`src/include/fumc_map.svh`:
```
`ifndef FUMC_MAP_SVH
`define FUMC_MAP_SVH

// ****************************************************************
// Register offsets.
// ****************************************************************
`define FUMC_ADDR_W 8
`define FUMC_OFS_MODE 8'h00
`define FUMC_OFS_LOW_BLOCK 8'h04
`define FUMC_OFS_STATUS 8'h08

// ****************************************************************
// Reset values.
// ****************************************************************
`define FUMC_MODE_RESET 8'h00
`define FUMC_LOW_BLOCK_RESET 8'h00
`define FUMC_BYTE_ZERO 8'h00

// ****************************************************************
// Field positions.
// ****************************************************************
`define FUMC_BIT_ERROR 7
`define FUMC_BIT_SWE 6
`define FUMC_BIT_ESU 5
`define FUMC_BIT_PSU 4
`define FUMC_BIT_EV 3
`define FUMC_BIT_PV 2
`define FUMC_BIT_E 1
`define FUMC_BIT_P 0
`define FUMC_BIT_STAT_HWE 7
`define FUMC_BIT_STAT_CLR 0

`endif

```
`src/include/fumc_pkg.sv`:
```
package fumc_pkg;

	// ****************************************************************
	// Shared types.
	// ****************************************************************
	typedef logic [7:0] fumc_byte_t;

	typedef enum logic [1:0]
	{
		FUMC_OKAY = 2'h0,
		FUMC_SLVERR = 2'h2
	} fumc_resp_t;

endpackage

```
`src/rtl/fumc_onehot_guard.sv`:
```
`timescale 1ns/100ps

module fumc_onehot_guard
	import fumc_pkg::*;
(
	// Selects of both block registers.
	input wire logic [15:0] i_selects,
	// More than one select set.
	output logic o_multi
);

	logic [15:0] less_one;

	// Clearing the lowest set bit leaves something only if two or more were set.
	assign less_one = i_selects - 16'h0001;
	assign o_multi = |(i_selects & less_one);

endmodule

```
`src/rtl/fumc_axil_slave.sv`:
```
`timescale 1ns/100ps
`include "fumc_map.svh"

module fumc_axil_slave
	import fumc_pkg::*;
(
	// Clock, reset and enable.
	input wire logic i_clock,
	input wire logic i_nrst,
	input wire logic i_clk_en,
	// Write address and data channels.
	input wire logic i_awvalid,
	input wire logic [`FUMC_ADDR_W-1:0] i_awaddr,
	output logic o_awready,
	input wire logic i_wvalid,
	input wire logic [31:0] i_wdata,
	input wire logic [3:0] i_wstrb,
	output logic o_wready,
	// Write response channel.
	output logic o_bvalid,
	output logic [1:0] o_bresp,
	input wire logic i_bready,
	// Read channels.
	input wire logic i_arvalid,
	input wire logic [`FUMC_ADDR_W-1:0] i_araddr,
	output logic o_arready,
	output logic o_rvalid,
	output logic [31:0] o_rdata,
	output logic [1:0] o_rresp,
	input wire logic i_rready,
	// Core side.
	output logic o_wr_en,
	output logic [`FUMC_ADDR_W-1:0] o_wr_addr,
	output fumc_byte_t o_wr_data,
	output logic o_wr_strb,
	input fumc_resp_t i_wr_resp,
	output logic o_rd_en,
	output logic [`FUMC_ADDR_W-1:0] o_rd_addr,
	input fumc_byte_t i_rd_data,
	input fumc_resp_t i_rd_resp
);

	logic aw_held_reg;
	logic w_held_reg;
	logic bvalid_reg;
	logic rvalid_reg;
	logic awready_reg;
	logic wready_reg;
	logic arready_reg;
	logic wstrb_reg;
	logic [`FUMC_ADDR_W-1:0] awaddr_reg;
	fumc_byte_t wdata_reg;
	fumc_byte_t rdata_reg;
	fumc_resp_t bresp_reg;
	fumc_resp_t rresp_reg;
	wire aw_fire;
	wire w_fire;
	wire wr_fire;
	wire ar_fire;
	wire aw_held_next;
	wire w_held_next;
	wire bvalid_next;
	wire rvalid_next;

	// ****************************************************************
	// Handshake decode.
	// ****************************************************************
	assign aw_fire = i_awvalid && awready_reg;
	assign w_fire = i_wvalid && wready_reg;
	assign wr_fire = aw_held_reg && w_held_reg && !bvalid_reg;
	assign ar_fire = i_arvalid && arready_reg;
	assign aw_held_next = (aw_held_reg || aw_fire) && !wr_fire;
	assign w_held_next = (w_held_reg || w_fire) && !wr_fire;
	assign bvalid_next = wr_fire || (bvalid_reg && !i_bready);
	assign rvalid_next = ar_fire || (rvalid_reg && !i_rready);

	// ****************************************************************
	// Channel state.
	// ****************************************************************
	always_ff @(posedge i_clock)
	begin
		if (!i_nrst)
		begin
			aw_held_reg <= 1'b0;
			w_held_reg <= 1'b0;
			bvalid_reg <= 1'b0;
			rvalid_reg <= 1'b0;
			awready_reg <= 1'b0;
			wready_reg <= 1'b0;
			arready_reg <= 1'b0;
		end
		else if (i_clk_en)
		begin
			aw_held_reg <= aw_held_next;
			w_held_reg <= w_held_next;
			bvalid_reg <= bvalid_next;
			rvalid_reg <= rvalid_next;
			awready_reg <= !aw_held_next && !bvalid_next;
			wready_reg <= !w_held_next && !bvalid_next;
			arready_reg <= !rvalid_next;
		end
	end

	// ****************************************************************
	// Payload capture.
	// ****************************************************************
	always_ff @(posedge i_clock)
	begin
		if (!i_nrst)
		begin
			awaddr_reg <= `FUMC_OFS_MODE;
			wdata_reg <= `FUMC_BYTE_ZERO;
			wstrb_reg <= 1'b0;
			rdata_reg <= `FUMC_BYTE_ZERO;
			bresp_reg <= FUMC_OKAY;
			rresp_reg <= FUMC_OKAY;
		end
		else if (i_clk_en)
		begin
			if (aw_fire)
				awaddr_reg <= i_awaddr;
			if (w_fire)
			begin
				wdata_reg <= i_wdata[7:0];
				wstrb_reg <= i_wstrb[0];
			end
			if (wr_fire)
				bresp_reg <= i_wr_resp;
			if (ar_fire)
			begin
				rdata_reg <= i_rd_data;
				rresp_reg <= i_rd_resp;
			end
		end
	end

	assign o_awready = awready_reg;
	assign o_wready = wready_reg;
	assign o_arready = arready_reg;
	assign o_bvalid = bvalid_reg;
	assign o_bresp = bresp_reg;
	assign o_rvalid = rvalid_reg;
	assign o_rresp = rresp_reg;
	assign o_rdata = {24'h000000, rdata_reg};
	assign o_wr_en = wr_fire;
	assign o_wr_addr = awaddr_reg;
	assign o_wr_data = wdata_reg;
	assign o_wr_strb = wstrb_reg;
	assign o_rd_en = ar_fire;
	assign o_rd_addr = i_araddr;

endmodule

```
`src/rtl/fumc_top.sv`:
```
`timescale 1ns/100ps
`include "fumc_map.svh"

module fumc_top
	import fumc_pkg::*;
(
	// Clock, reset and enable.
	input wire logic i_clock,
	input wire logic i_nrst,
	input wire logic i_clk_en,
	// AXI4-Lite write channels.
	input wire logic i_awvalid,
	input wire logic [`FUMC_ADDR_W-1:0] i_awaddr,
	output logic o_awready,
	input wire logic i_wvalid,
	input wire logic [31:0] i_wdata,
	input wire logic [3:0] i_wstrb,
	output logic o_wready,
	output logic o_bvalid,
	output logic [1:0] o_bresp,
	input wire logic i_bready,
	// AXI4-Lite read channels.
	input wire logic i_arvalid,
	input wire logic [`FUMC_ADDR_W-1:0] i_araddr,
	output logic o_arready,
	output logic o_rvalid,
	output logic [31:0] o_rdata,
	output logic [1:0] o_rresp,
	input wire logic i_rready,
	// Chip state.
	input wire logic i_write_enable_pin,
	input wire logic i_hw_standby,
	input wire logic i_sw_standby,
	input wire logic i_flash_disabled,
	input wire logic i_op_fail,
	// Neighbouring registers.
	input wire logic i_lower_sw_enable,
	input wire logic [7:0] i_high_block_select,
	// Flash array control.
	output logic [7:0] o_upper_mode,
	output logic [7:0] o_low_block_select,
	output logic o_error_protect,
	output logic o_clear_both,
	output logic o_hold_high_nibble
);

	fumc_byte_t mode_reg;
	fumc_byte_t mode_next;
	fumc_byte_t low_reg;
	fumc_byte_t low_next;
	logic clear_both_reg;
	logic hold_high_reg;
	logic wr_en;
	logic wr_strb;
	logic rd_en;
	logic multi;
	logic [`FUMC_ADDR_W-1:0] wr_addr;
	logic [`FUMC_ADDR_W-1:0] rd_addr;
	fumc_byte_t wr_data;
	fumc_byte_t rd_data;
	fumc_resp_t rd_resp;
	fumc_resp_t wr_resp;
	logic [5:0] bit_wr_ok;
	logic [5:0] bit_kill;
	logic [5:0] mode_low_next;
	wire pin;
	wire err;
	wire swe;
	wire esu;
	wire psu;
	wire mode_wr;
	wire low_wr;
	wire swe_wr_ok;
	wire setup_wr_ok;
	wire mode_clear;
	wire err_next;
	wire swe_next;
	wire low_clear;
	wire low_wr_ok;
	wire rd_mapped;
	wire wr_mapped;

	// ****************************************************************
	// Bus slave.
	// ****************************************************************
	fumc_axil_slave u_slave
	(
		.i_clock(i_clock),
		.i_nrst(i_nrst),
		.i_clk_en(i_clk_en),
		.i_awvalid(i_awvalid),
		.i_awaddr(i_awaddr),
		.o_awready(o_awready),
		.i_wvalid(i_wvalid),
		.i_wdata(i_wdata),
		.i_wstrb(i_wstrb),
		.o_wready(o_wready),
		.o_bvalid(o_bvalid),
		.o_bresp(o_bresp),
		.i_bready(i_bready),
		.i_arvalid(i_arvalid),
		.i_araddr(i_araddr),
		.o_arready(o_arready),
		.o_rvalid(o_rvalid),
		.o_rdata(o_rdata),
		.o_rresp(o_rresp),
		.i_rready(i_rready),
		.o_wr_en(wr_en),
		.o_wr_addr(wr_addr),
		.o_wr_data(wr_data),
		.o_wr_strb(wr_strb),
		.i_wr_resp(wr_resp),
		.o_rd_en(rd_en),
		.o_rd_addr(rd_addr),
		.i_rd_data(rd_data),
		.i_rd_resp(rd_resp)
	);

	// ****************************************************************
	// Write decode.
	// ****************************************************************
	assign pin = i_write_enable_pin;
	assign err = mode_reg[`FUMC_BIT_ERROR];
	assign swe = mode_reg[`FUMC_BIT_SWE];
	assign esu = mode_reg[`FUMC_BIT_ESU];
	assign psu = mode_reg[`FUMC_BIT_PSU];
	assign wr_mapped = (wr_addr == `FUMC_OFS_MODE) || (wr_addr == `FUMC_OFS_LOW_BLOCK)
		|| (wr_addr == `FUMC_OFS_STATUS);
	assign wr_resp = wr_mapped ? FUMC_OKAY : FUMC_SLVERR;
	assign mode_wr = wr_en && wr_strb && (wr_addr == `FUMC_OFS_MODE) && !i_flash_disabled;
	assign low_wr = wr_en && wr_strb && (wr_addr == `FUMC_OFS_LOW_BLOCK) && !i_flash_disabled;

	// ****************************************************************
	// Mode register next value.
	// ****************************************************************
	// enable write gate
	assign swe_wr_ok = mode_wr && pin;
	assign setup_wr_ok = mode_wr && pin && swe;
	assign mode_clear = !pin || i_sw_standby || i_hw_standby;
	assign err_next = i_op_fail || (err && !i_hw_standby);
	assign swe_next = mode_clear ? 1'b0 : (swe_wr_ok ? wr_data[`FUMC_BIT_SWE] : swe);
	assign bit_wr_ok[5:2] = {4{setup_wr_ok}};
	assign bit_wr_ok[`FUMC_BIT_E] = setup_wr_ok && esu && !err;
	assign bit_wr_ok[`FUMC_BIT_P] = setup_wr_ok && psu && !err;
	assign bit_kill[5:2] = 4'h0;
	assign bit_kill[1:0] = {2{err_next}};

	generate
		genvar k;
		for (k = 0; k < 6; k = k + 1)
		begin : g_mode_bit
			assign mode_low_next[k] = (mode_clear || !swe_next || bit_kill[k]) ? 1'b0
				: (bit_wr_ok[k] ? wr_data[k] : mode_reg[k]);
		end
	endgenerate

	assign mode_next = {err_next, swe_next, mode_low_next};

	// ****************************************************************
	// Low block select next value.
	// ****************************************************************
	fumc_onehot_guard u_guard
	(
		.i_selects({i_high_block_select, low_reg}),
		.o_multi(multi)
	);

	assign low_clear = !pin || !i_lower_sw_enable || i_sw_standby || i_hw_standby || multi;
	assign low_wr_ok = low_wr && pin && i_lower_sw_enable;
	assign low_next = low_clear ? `FUMC_LOW_BLOCK_RESET : (low_wr_ok ? wr_data : low_reg);

	// ****************************************************************
	// Registers.
	// ****************************************************************
	always_ff @(posedge i_clock)
	begin
		if (!i_nrst)
		begin
			mode_reg <= `FUMC_MODE_RESET;
			low_reg <= `FUMC_LOW_BLOCK_RESET;
			clear_both_reg <= 1'b0;
			hold_high_reg <= 1'b1;
		end
		else if (i_clk_en)
		begin
			mode_reg <= mode_next;
			low_reg <= low_next;
			clear_both_reg <= multi;
			hold_high_reg <= !swe_next;
		end
	end

	// ****************************************************************
	// Read decode.
	// ****************************************************************
	assign rd_mapped = (rd_addr == `FUMC_OFS_MODE) || (rd_addr == `FUMC_OFS_LOW_BLOCK)
		|| (rd_addr == `FUMC_OFS_STATUS);
	assign rd_resp = rd_mapped ? FUMC_OKAY : FUMC_SLVERR;
	assign rd_data = i_flash_disabled ? `FUMC_BYTE_ZERO
		: (rd_addr == `FUMC_OFS_MODE) ? mode_reg
		: (rd_addr == `FUMC_OFS_LOW_BLOCK) ? low_reg
		: (rd_addr == `FUMC_OFS_STATUS) ? {pin, 6'h00, clear_both_reg}
		: `FUMC_BYTE_ZERO;

	// ****************************************************************
	// Outputs.
	// ****************************************************************
	assign o_upper_mode = mode_reg;
	assign o_low_block_select = low_reg;
	assign o_error_protect = err;
	assign o_clear_both = clear_both_reg;
	assign o_hold_high_nibble = hold_high_reg;
endmodule

```
`config.mk`:
```
export PLATFORM = sky130hd
export DESIGN_NAME = fumc_top
export DESIGN_NICKNAME = d
export VERILOG_FILES = /design/src/include/fumc_pkg.sv /design/src/rtl/fumc_onehot_guard.sv /design/src/rtl/fumc_axil_slave.sv /design/src/rtl/fumc_top.sv
export VERILOG_INCLUDE_DIRS = /design/src /design/src/include
export SDC_FILE = /design/constraint.sdc
export NUM_CORES = 1
export LEC_CHECK = 0
export BUFFER_PORTS_ARGS = -buffer_cell sky130_fd_sc_hd__buf_4
export CAP_MARGIN = 30
export CORE_MARGIN = 2
export CORE_UTILIZATION = 46
export CTS_CLUSTER_DIAMETER = 50
export DETAILED_ROUTE_END_ITERATION = 16
export PLACE_DENSITY = 0.84
export SLEW_MARGIN = 0
export SYNTH_ARGS = -nofsm -noshare
export SYNTH_HDL_FRONTEND = slang
export SYNTH_SLANG_ARGS = --single-unit
```
`constraint.sdc`:
```
create_clock -name i_clock -period 2.35 [get_ports i_clock]
set_clock_uncertainty 0.15 [all_clocks]
set_input_delay 0.47 -clock i_clock [delete_from_list [all_inputs] [get_ports i_clock]]
set_output_delay 0.47 -clock i_clock [all_outputs]
set_load 0.02 [all_outputs]
```
==> impl_metrics.ini, run 1 <==
[floorplanning]
die_w_microns = 79.7
rows = 27
start_util = 0.479
core_sq_um = 5510
ioPinCount = 134
die_area_sq_um = 6360
fp.dieH_microns = 79.7

[clock_tree]
cts_tree = done
cts_buffer_depth = 2
cts_inserted_buffers = 5
numClockSinks = 52
clock-root-buffer = clkbuf_8
cts_setup_buffers = 0
clock_latency_ns = 0.30
clkTransAtPathRegs_ns = 0.09
cts_max_level = 2

[sta]
setup_viol = 0
slew_viol_final = 0
rsz0062_at_grt = false
holdWs_ns = 0.259
timing.final.crit_share = 0.938
setup-tns-final_ns = 0
finalWorstPathRequiredPeriod_ns = 2.20
max_freq_mhz = 454
hold_viol = 0

[setup_path]
crit_slowest_cell = or3_2
crit_required_ns = 2.45
cpPeakStageDelay_ns = 0.47
worstSetupStartpoint = o_low_block_select[1]
worst_ep_arrival_time_ns = 2.30
r2r_cells = 7
critPathBufInv = 2
cp_max_fo = 8
r2r_slack_ns = 0.15
crit_path_end_kind = flop
worst_setup_path_start_kind = flop
crit_family = simple AND/OR/NAND/NOR gates
regToRegEndpoint = o_low_block_select[1]
r2r-start = o_low_block_select[1]
critical_path_class = flop to flop
crit_end = o_low_block_select[1]
crit_path_cell_trace = buf_4 > or3_2 > o21ai_0 > nand3_2 > o41ai_4 > buf_4 > a22o_1
path_depth = 7
cpMostUsedCell = buf_4

[logic_synthesis]
syn_area_sq_um = 2640
synth-seq-area-share = 0.395
yosysWarnings = 0
syn-instance-count = 317
synth_common_cells = 62 x nand2_1, 52 x dfxtp_1, 27 x buf_4
ys_seq_elements = 52
ys_types = 46
yosys.area.top_type = dfxtp_1
synth_top_cell_area_share = 0.395
ys.flop_type = dfxtp_1
yosysMostFrequentCell = nand2_1
netlist_top_cells_area = dfxtp_1 39%, nand2_1 8.8%, buf_4 7.7%, a21boi_1 5.4%, a22o_1 4.0%
avgSynthCellArea_sq_um = 8.32
synth_edf_count = 0
synthArstFlopShare = 0

[finish]
multiInputGateArea_sq_um = 1450
final_util = 0.611
regArea_sq_um = 1040
stdcell_area_sq_um = 3360
final_layout_size_suffix_gt1_frac = 0.262
num-fill-cells = 500
antenna_cells = 0
nets = 476
syn_to_final_growth_pct = 27.6

[pwr]
p_leak_nw = 1.44
power_density_nw_per_um2 = 513
power.total_mw = 1.72
peakVddDrop_uv = 309

[run]
max-cap-violations = 0

[global_routing]
grt-ovfl-total = 0
antenna_found_initial = 0
grt_pass1_vias = 2364
grt_pass1_wl_mm = 10.8
grt_usage = 0.213
grt_max_degree = 42

[routing]
antenna_left = 0
via_per_inst = 5.29
wire_per_inst_microns = 13.9
drtIter0Drc = 130
drc = 0
dr_total_vias = 2503
routed_wl_mm = 6.58
firstDrtPassIters = 5

[placed_design]
port_buffers = 80
place_hpwl_mm = 5.08
place_congestion = 0.760
placed_cell_area_sq_um = 3250

[worst_hold_path]
hp-class = input port to flop

[run_status]
status = finished, final reports clean
==> layer usage <==
metal,up-vias,share of wire,GRT usage,wire (microns)
li1,1228,-,-,-
met1,1139,0.41,0.267,2710
met2,115,0.49,0.366,3250
met3,21,0.072,0.0407,476
met4,0,0.023,0.0741,153
met5,-,0,0,0
==> tightest hold or removal path, cell delays in order <==
cell and delay [ns]:
buf_4 0.11, nand2_1 0.04, a21boi_1 0.05
==> what timing repair did <==
action / 4_1_cts / 5_1_grt
gates resized for setup: 0 / 2
setup endpoints to repair: 0 / 8
hold endpoints to repair: 0 / 0
hold buffers: 0 / 0
==> final cells by class <==
| cell class | instances | area share |
|---|---|---|
| clock buffer | 5 | 0.0205 |
| tap | 72 | 0.0268 |
| inverter | 5 | 0.00558 |
| sequential | 52 | 0.309 |
| multi-input combinational | 249 | 0.430 |
| clock inverter | 1 | 0.00893 |
| timing repair buffer | 89 | 0.199 |
==> power by group <==
| group | total (mW) | internal (mW) | switching (mW) | leakage (nW) |
|---|---|---|---|---|
| Clock | 0.581 | 0.306 | 0.275 | 0.0501 |
| Sequential | 0.912 | 0.897 | 0.0156 | 0.421 |
| Combinational | 0.231 | 0.101 | 0.130 | 0.967 |
| Total | 1.72 | 1.30 | 0.421 | 1.44 |
==> cell usage in the layout, fill, tap and decap left out, types with 2 or more instances in the layout <==
cell type,count
a22oi_1,2
o21a_1,3
nand4_1,4
nor2_1,20
nand2_1,62
a31oi_1,2
a21oi_1,4
inv_1,5
nor2_2,2
o21ai_1,9
and3_1,3
o21ai_0,14
nor4_1,5
a21boi_1,19
nand3_1,7
and2_1,7
a22o_1,12
buf_4,89
dfxtp_1,52
mux2i_1,9
a211oi_1,7
conb_1,26
clkbuf_8,5
nor2b_1,9
a21boi_0,2
==> worst min path at each step <==
stage / start / to / slack (ns) / depth (start not counted)
2_1_floorplan: u_slave.o_wr_strb / u_slave.o_wr_strb / 0.28 / 2
5_1_grt: i_awaddr[1] / u_slave.o_wr_addr[1] / 0.27 / 3
3_5_place_dp: u_slave.o_wr_addr[7] / u_slave.o_wr_addr[7] / 0.30 / 2
3_3_place_gp: u_slave.o_wr_strb / u_slave.o_wr_strb / 0.29 / 2
6_report: i_awaddr[4] / u_slave.o_wr_addr[4] / 0.26 / 3
4_1_cts: i_awaddr[6] / u_slave.o_wr_addr[6] / 0.26 / 3
==> per-stage QoR <==
stage	std cells	setup WS (ns)
6_report	473	0.146
3_3_place_gp	467	0.0833
3_5_place_dp	467	0.0319
4_1_cts	473	0.0257
2_1_floorplan	342	0.153
5_1_grt	473	0.00569
==> logic make-up (layout without fill, tap and decap cells) <==
group	count (synthesis)	in the layout	synth area share
simple gates	133	133	0.255
compound gates	80	80	0.214
flops	52	52	0.395
buf+inv	41	100	0.0968
mux	9	9	0.0342
fa+ha+maj	1	1	0.00380
other cells	1	26	0.00142
Note: power is estimated with default switching activity, not from simulation.
==> inputs of run 2 (changes only) <==
--- a/config.mk
+++ b/config.mk
@@ -9,11 +9,12 @@
 export BUFFER_PORTS_ARGS = -buffer_cell sky130_fd_sc_hd__buf_4
 export CAP_MARGIN = 30
 export CORE_MARGIN = 2
-export CORE_UTILIZATION = 46
+export CORE_UTILIZATION = 48
 export CTS_CLUSTER_DIAMETER = 50
 export DETAILED_ROUTE_END_ITERATION = 16
 export PLACE_DENSITY = 0.84
 export SLEW_MARGIN = 0
 export SYNTH_ARGS = -nofsm -noshare
 export SYNTH_HDL_FRONTEND = slang
+export SYNTH_HIERARCHICAL = 1
 export SYNTH_SLANG_ARGS = --single-unit
==> impl_metrics.ini, run 2 <==
[logic_synthesis]
yosysWarnings = 6
syn_area_sq_um = 3030
synth_edf_count = 0
netlist_top_cells_area = dfxtp_1 36%, mux2i_1 16%, nand2_1 10%, buf_4 8.9%, nor2_1 2.5%
yosys.area.top_type = dfxtp_1
syn-instance-count = 349
yosysMostFrequentCell = nand2_1
ys.flop_type = dfxtp_1
ys_types = 48
synthArstFlopShare = 0
synth_top_cell_area_share = 0.357
avgSynthCellArea_sq_um = 8.67
synth_common_cells = 84 x nand2_1, 54 x dfxtp_1, 48 x mux2i_1
synth-seq-area-share = 0.357
ys_seq_elements = 54

[setup_path]
crit_path_cell_trace = nor4_4 > buf_4 > a21oi_1 > a21oi_1 > maj3_1 > o211ai_2 > nand3b_1 > a21oi_2 > nor2b_4 > buf_12 > mux2i_1
crit_family = simple AND/OR/NAND/NOR gates
r2r_cells = 11
worst_ep_arrival_time_ns = 2.38
critical_path_class = flop to flop
cpPeakStageDelay_ns = 0.37
crit_required_ns = 2.40
cpMostUsedCell = a21oi_1
path_depth = 11
crit_slowest_cell = dfxtp_1
worst_setup_path_start_kind = flop
crit_path_end_kind = flop
critPathBufInv = 2
r2r_slack_ns = 0.02
cp_max_fo = 8

[routing]
drtIter0Drc = 227
dr_total_vias = 2758
firstDrtPassIters = 4
drc = 0
via_per_inst = 5.34
routed_wl_mm = 7.58
wire_per_inst_microns = 14.7
antenna_left = 0

[global_routing]
grt_max_degree = 45
grt_pass1_wl_mm = 12.2
grt_usage = 0.211
antenna_found_initial = 0
grt_pass1_vias = 2635
grt-ovfl-total = 0

[floorplanning]
ioPinCount = 134
die_area_sq_um = 6960
core_sq_um = 5990
die_w_microns = 83.4
rows = 28
start_util = 0.505
fp.dieH_microns = 83.4

[sta]
slew_viol_final = 0
max_freq_mhz = 429
timing.final.crit_share = 0.992
finalWorstPathRequiredPeriod_ns = 2.33
setup_ws_ns = 0.0189
rsz0062_at_grt = true
hold_viol = 0
setup_viol = 0

[finish]
layout_commonest_cell = buf_4
stdcell_area_sq_um = 3900
final_layout_size_suffix_gt1_frac = 0.327
final_cells = 516
nets = 514
syn_to_final_growth_pct = 29.0
antenna_cells = 0
final_cell_mix = 110 x buf_4, 83 x nand2_1, 51 x dfxtp_1

[placed_design]
placed_cell_area_sq_um = 3660
port_buffers = 82
place_hpwl_mm = 5.68
dp_cells = 504
place_congestion = 0.913
post-place-ws_ns = -0.296

[clock_tree]
cts_buffer_depth = 2
clock_latency_ns = 0.31
numClockSinks = 54
hold_buffers = 0
clkTransAtPathRegs_ns = 0.11
cts_inserted_buffers = 5
clock-root-buffer = clkbuf_8
cts_max_level = 2
cts_tree = done

[pwr]
p_sw_mw = 0.479
p_leak_nw = 1.68
switching_share = 0.241
intPower_mw = 1.51
combPwrFrac = 0.139
peakVddDrop_uv = 305
power_density_nw_per_um2 = 510
clockPowerShare = 0.384
seqPwrFrac = 0.478

[worst_hold_path]
hp-class = input port to flop
hold_depth = 3

[run]
max-cap-violations = 0

[run_status]
status = finished, final reports clean
-- run 2: logic make-up after synthesis --
family / share of synthesized area
other: 0.00248
AOI/OAI and AO/OA: 0.102
and+or+nand+nor: 0.248
buffers and inverters: 0.124
muxes: 0.159
DFF: 0.357
adders and majority gates: 0.00661
-- run 2: what timing repair did --
action / 4_1_cts / 5_1_grt
gates resized for setup: 3 / 11
buffers inserted: 0 / 4
setup endpoints to repair: 8 / 15
pin swaps: 0 / 5
-- run 2: cell type report --
type / count / area [sq um]
fillers: 485 / 2090
multi-input cells: 262 / 1710
flip-flops and latches: 54 / 1080
repair buffers: 111 / 846
well taps: 75 / 93.8
clock buffers: 6 / 82.6
clock inverters: 2 / 60.1
inverters: 6 / 22.5
-- run 2: worst min-delay path, stage by stage --
cell,delay [ns]
buf_4,0.11
nand2_1,0.04
mux2i_1,0.05
-- run 2: path summary, 6_finish.rpt --
check	startpoint	to
worst max-delay path	o_low_block_select[7]	o_low_block_select[2]
worst min-delay path	i_awaddr[4]	u_slave/o_wr_addr[4]
worst max register to register	o_low_block_select[7]	o_low_block_select[2]
worst min register to register	u_slave/rdata_reg[2]	u_slave/rdata_reg[2]
-- run 2: per-layer routing --
metal | GRT usage | vias to the layer above | part of all wire
met5 | 0 | - | 0
li1 | - | 1334 | -
met4 | 0.0835 | 0 | 0.027
met1 | 0.254 | 1284 | 0.40
met2 | 0.368 | 121 | 0.49
met3 | 0.0398 | 19 | 0.074
-- run 2: power by group through the flow --
stage	clock, mW	sequential, mW	combinational (mW)
6_report	0.763	0.951	0.276
5_1_grt	0.800	0.954	0.295
4_1_cts	0.764	0.950	0.265
3_5_place_dp	0	0.972	0.263
3_3_place_gp	0	0.970	0.257
2_1_floorplan	0	0.977	0.189
-- run 2: stage by stage --
stage / total power [mW] / hold slack (ns) / setup TNS, ns / util
6_report: 1.99 / 0.252 / 0 / 0.652
4_1_cts: 1.98 / 0.254 / 0 / 0.637
5_1_grt: 2.05 / 0.259 / -0.791 / 0.652
2_1_floorplan: 1.17 / 0.279 / 0 / -
3_3_place_gp: 1.23 / 0.288 / -1.85 / 0.611
3_5_place_dp: 1.23 / 0.301 / -2.26 / 0.611
==> inputs of run 3 (changes only) <==
--- a/config.mk
+++ b/config.mk
@@ -9,11 +9,11 @@
 export BUFFER_PORTS_ARGS = -buffer_cell sky130_fd_sc_hd__buf_4
 export CAP_MARGIN = 30
 export CORE_MARGIN = 2
-export CORE_UTILIZATION = 48
+export CORE_UTILIZATION = 47
 export CTS_CLUSTER_DIAMETER = 50
 export DETAILED_ROUTE_END_ITERATION = 16
-export PLACE_DENSITY = 0.84
-export SLEW_MARGIN = 0
+export PLACE_DENSITY = 0.8
+export SLEW_MARGIN = 20
 export SYNTH_ARGS = -nofsm -noshare
 export SYNTH_HDL_FRONTEND = slang
 export SYNTH_HIERARCHICAL = 1
==> impl_metrics.ini, run 3 (synthesized netlist as in run 2, its figures left out) <==
[global_routing]
grt-ovfl-total = 0
antenna_found_initial = 0
grt_pass1_vias = 2503
grt_pass1_wl_mm = 11.8
grt_usage = 0.201
grt_max_degree = 47

[clock_tree]
clkTransAtPathRegs_ns = 0.10
cts_inserted_buffers = 5
clock_latency_ns = 0.31
cts_buffer_depth = 2
cts_max_level = 2
numClockSinks = 54
hold_buffers = 0
clock-root-buffer = clkbuf_8
cts_tree = done

[run]
max-cap-violations = 0

[setup_path]
crit_end = o_low_block_select[5]
worst_setup_path_start_kind = flop
r2r_cells = 11
r2r-start = o_low_block_select[0]
crit_path_end_kind = flop
regToRegEndpoint = o_low_block_select[5]
worstSetupStartpoint = o_low_block_select[0]
worst_ep_arrival_time_ns = 2.41
r2r_slack_ns = 0.03
critical_path_class = flop to flop
cp_max_fo = 8
crit_required_ns = 2.44

[floorplanning]
rows = 29
ioPinCount = 134
core_sq_um = 6280
die_w_microns = 84.2
fp.dieH_microns = 84.2
start_util = 0.482
die_area_sq_um = 7100

[finish]
syn_to_final_growth_pct = 26.8
layout_commonest_cell = buf_4
num-fill-cells = 539
final_util = 0.611
antenna_cells = 0
final_cell_mix = 112 x buf_4, 83 x nand2_1, 48 x dfxtp_1
final_cells = 519
final_layout_size_suffix_gt1_frac = 0.324
nets = 515

[routing]
firstDrtPassIters = 5
wire_per_inst_microns = 13.9
dr_total_vias = 2714
via_per_inst = 5.23
drtIter0Drc = 402
routed_wl_mm = 7.19
antenna_left = 0
drc = 0

[sta]
setup_viol = 0
rsz0062_at_grt = true
max_freq_mhz = 432
finalWorstPathRequiredPeriod_ns = 2.32
slew_viol_final = 0
hold_viol = 0
timing.final.crit_share = 0.986
setup-tns-final_ns = 0

[placed_design]
place_congestion = 0.853
dp_cells = 507
place_hpwl_mm = 5.33
port_buffers = 82

[pwr]
power_density_nw_per_um2 = 479
p_leak_nw = 1.65
peakVddDrop_uv = 361

[worst_hold_path]
hp-class = input port to flop

[run_status]
status = finished, final reports clean
## run 3: changes by cell type in the layout (fill, tap and decap cells not counted), moves of 2 or more
cell | previous run | this run
clkbuf_1 | 0 | 2
dfxtp_2 | 3 | 6
dfxtp_1 | 51 | 48
buf_4 | 110 | 112
## run 3: worst min path at each step
stage,slack (ns),cells after the start,endpoint,start
after floorplan,0.28,2,u_slave/o_wr_addr[6],u_slave/o_wr_addr[6]
after global placement,0.29,2,u_slave/o_wr_addr[6],u_slave/o_wr_addr[6]
after detailed placement,0.30,2,u_slave/o_wr_addr[7],u_slave/o_wr_addr[7]
after CTS,0.26,3,u_slave/o_wr_addr[6],i_awaddr[6]
after global routing,0.26,3,u_slave/o_wr_data[2],i_wdata[2]
final,0.26,3,u_slave/o_wr_addr[6],i_awaddr[6]
## run 3: through the flow
step	area [sq um]	total power, mW	hold slack (ns)	worst slack [ns]
after CTS	3790	1.84	0.256	0.0246
after detailed placement	3670	1.23	0.296	-0.313
final	3840	1.84	0.257	0.0330
after global placement	3670	1.22	0.288	-0.236
after global routing	3840	1.91	0.259	-0.112
after floorplan	3120	1.17	0.279	0.0499
## run 3: what timing repair did
item | CTS | global route
setup buffers | 1 | 3
pin swaps | 2 | 4
resized for setup | 3 | 9
hold endpoints to repair | 0 | 0
endpoints found under the setup margin | 8 | 14
## run 3: per-layer routing
layer  vias up  share of wire  GRT usage
li1       1329              -          -
met1      1274           0.44      0.259
met2       105           0.48      0.342
met3         6          0.070     0.0413
met4         0          0.010     0.0513
met5         -              0          0
## run 3: critical path, stage by stage, from the launching register on
cell and delay [ns]:
dfxtp_2 0.35, nor4_4 0.28, buf_4 0.16, a21oi_1 0.05, a21oi_1 0.20, maj3_1 0.24
o211ai_2 0.11, nand3b_1 0.21, nor2_1 0.11, buf_4 0.16, nand2_1 0.08, mux2i_1 0.14
## run 3: final cells by class
cell class / instances / area (sq um) / share of cell area
sequential: 54 / 1090 / 0.284
clock buffer: 7 / 76.3 / 0.0199
tap: 77 / 96.3 / 0.0251
inverter: 6 / 22.5 / 0.00587
clock inverter: 1 / 30.0 / 0.00783
timing repair buffer: 112 / 841 / 0.219
multi-input combinational: 262 / 1680 / 0.439
## run 3: power breakdown
part / total [mW] / switching (mW) / internal (mW)
logic: 0.265 / 0.148 / 0.117
clock network: 0.624 / 0.305 / 0.319
registers: 0.950 / 0.0170 / 0.933
total: 1.84 / 0.469 / 1.37
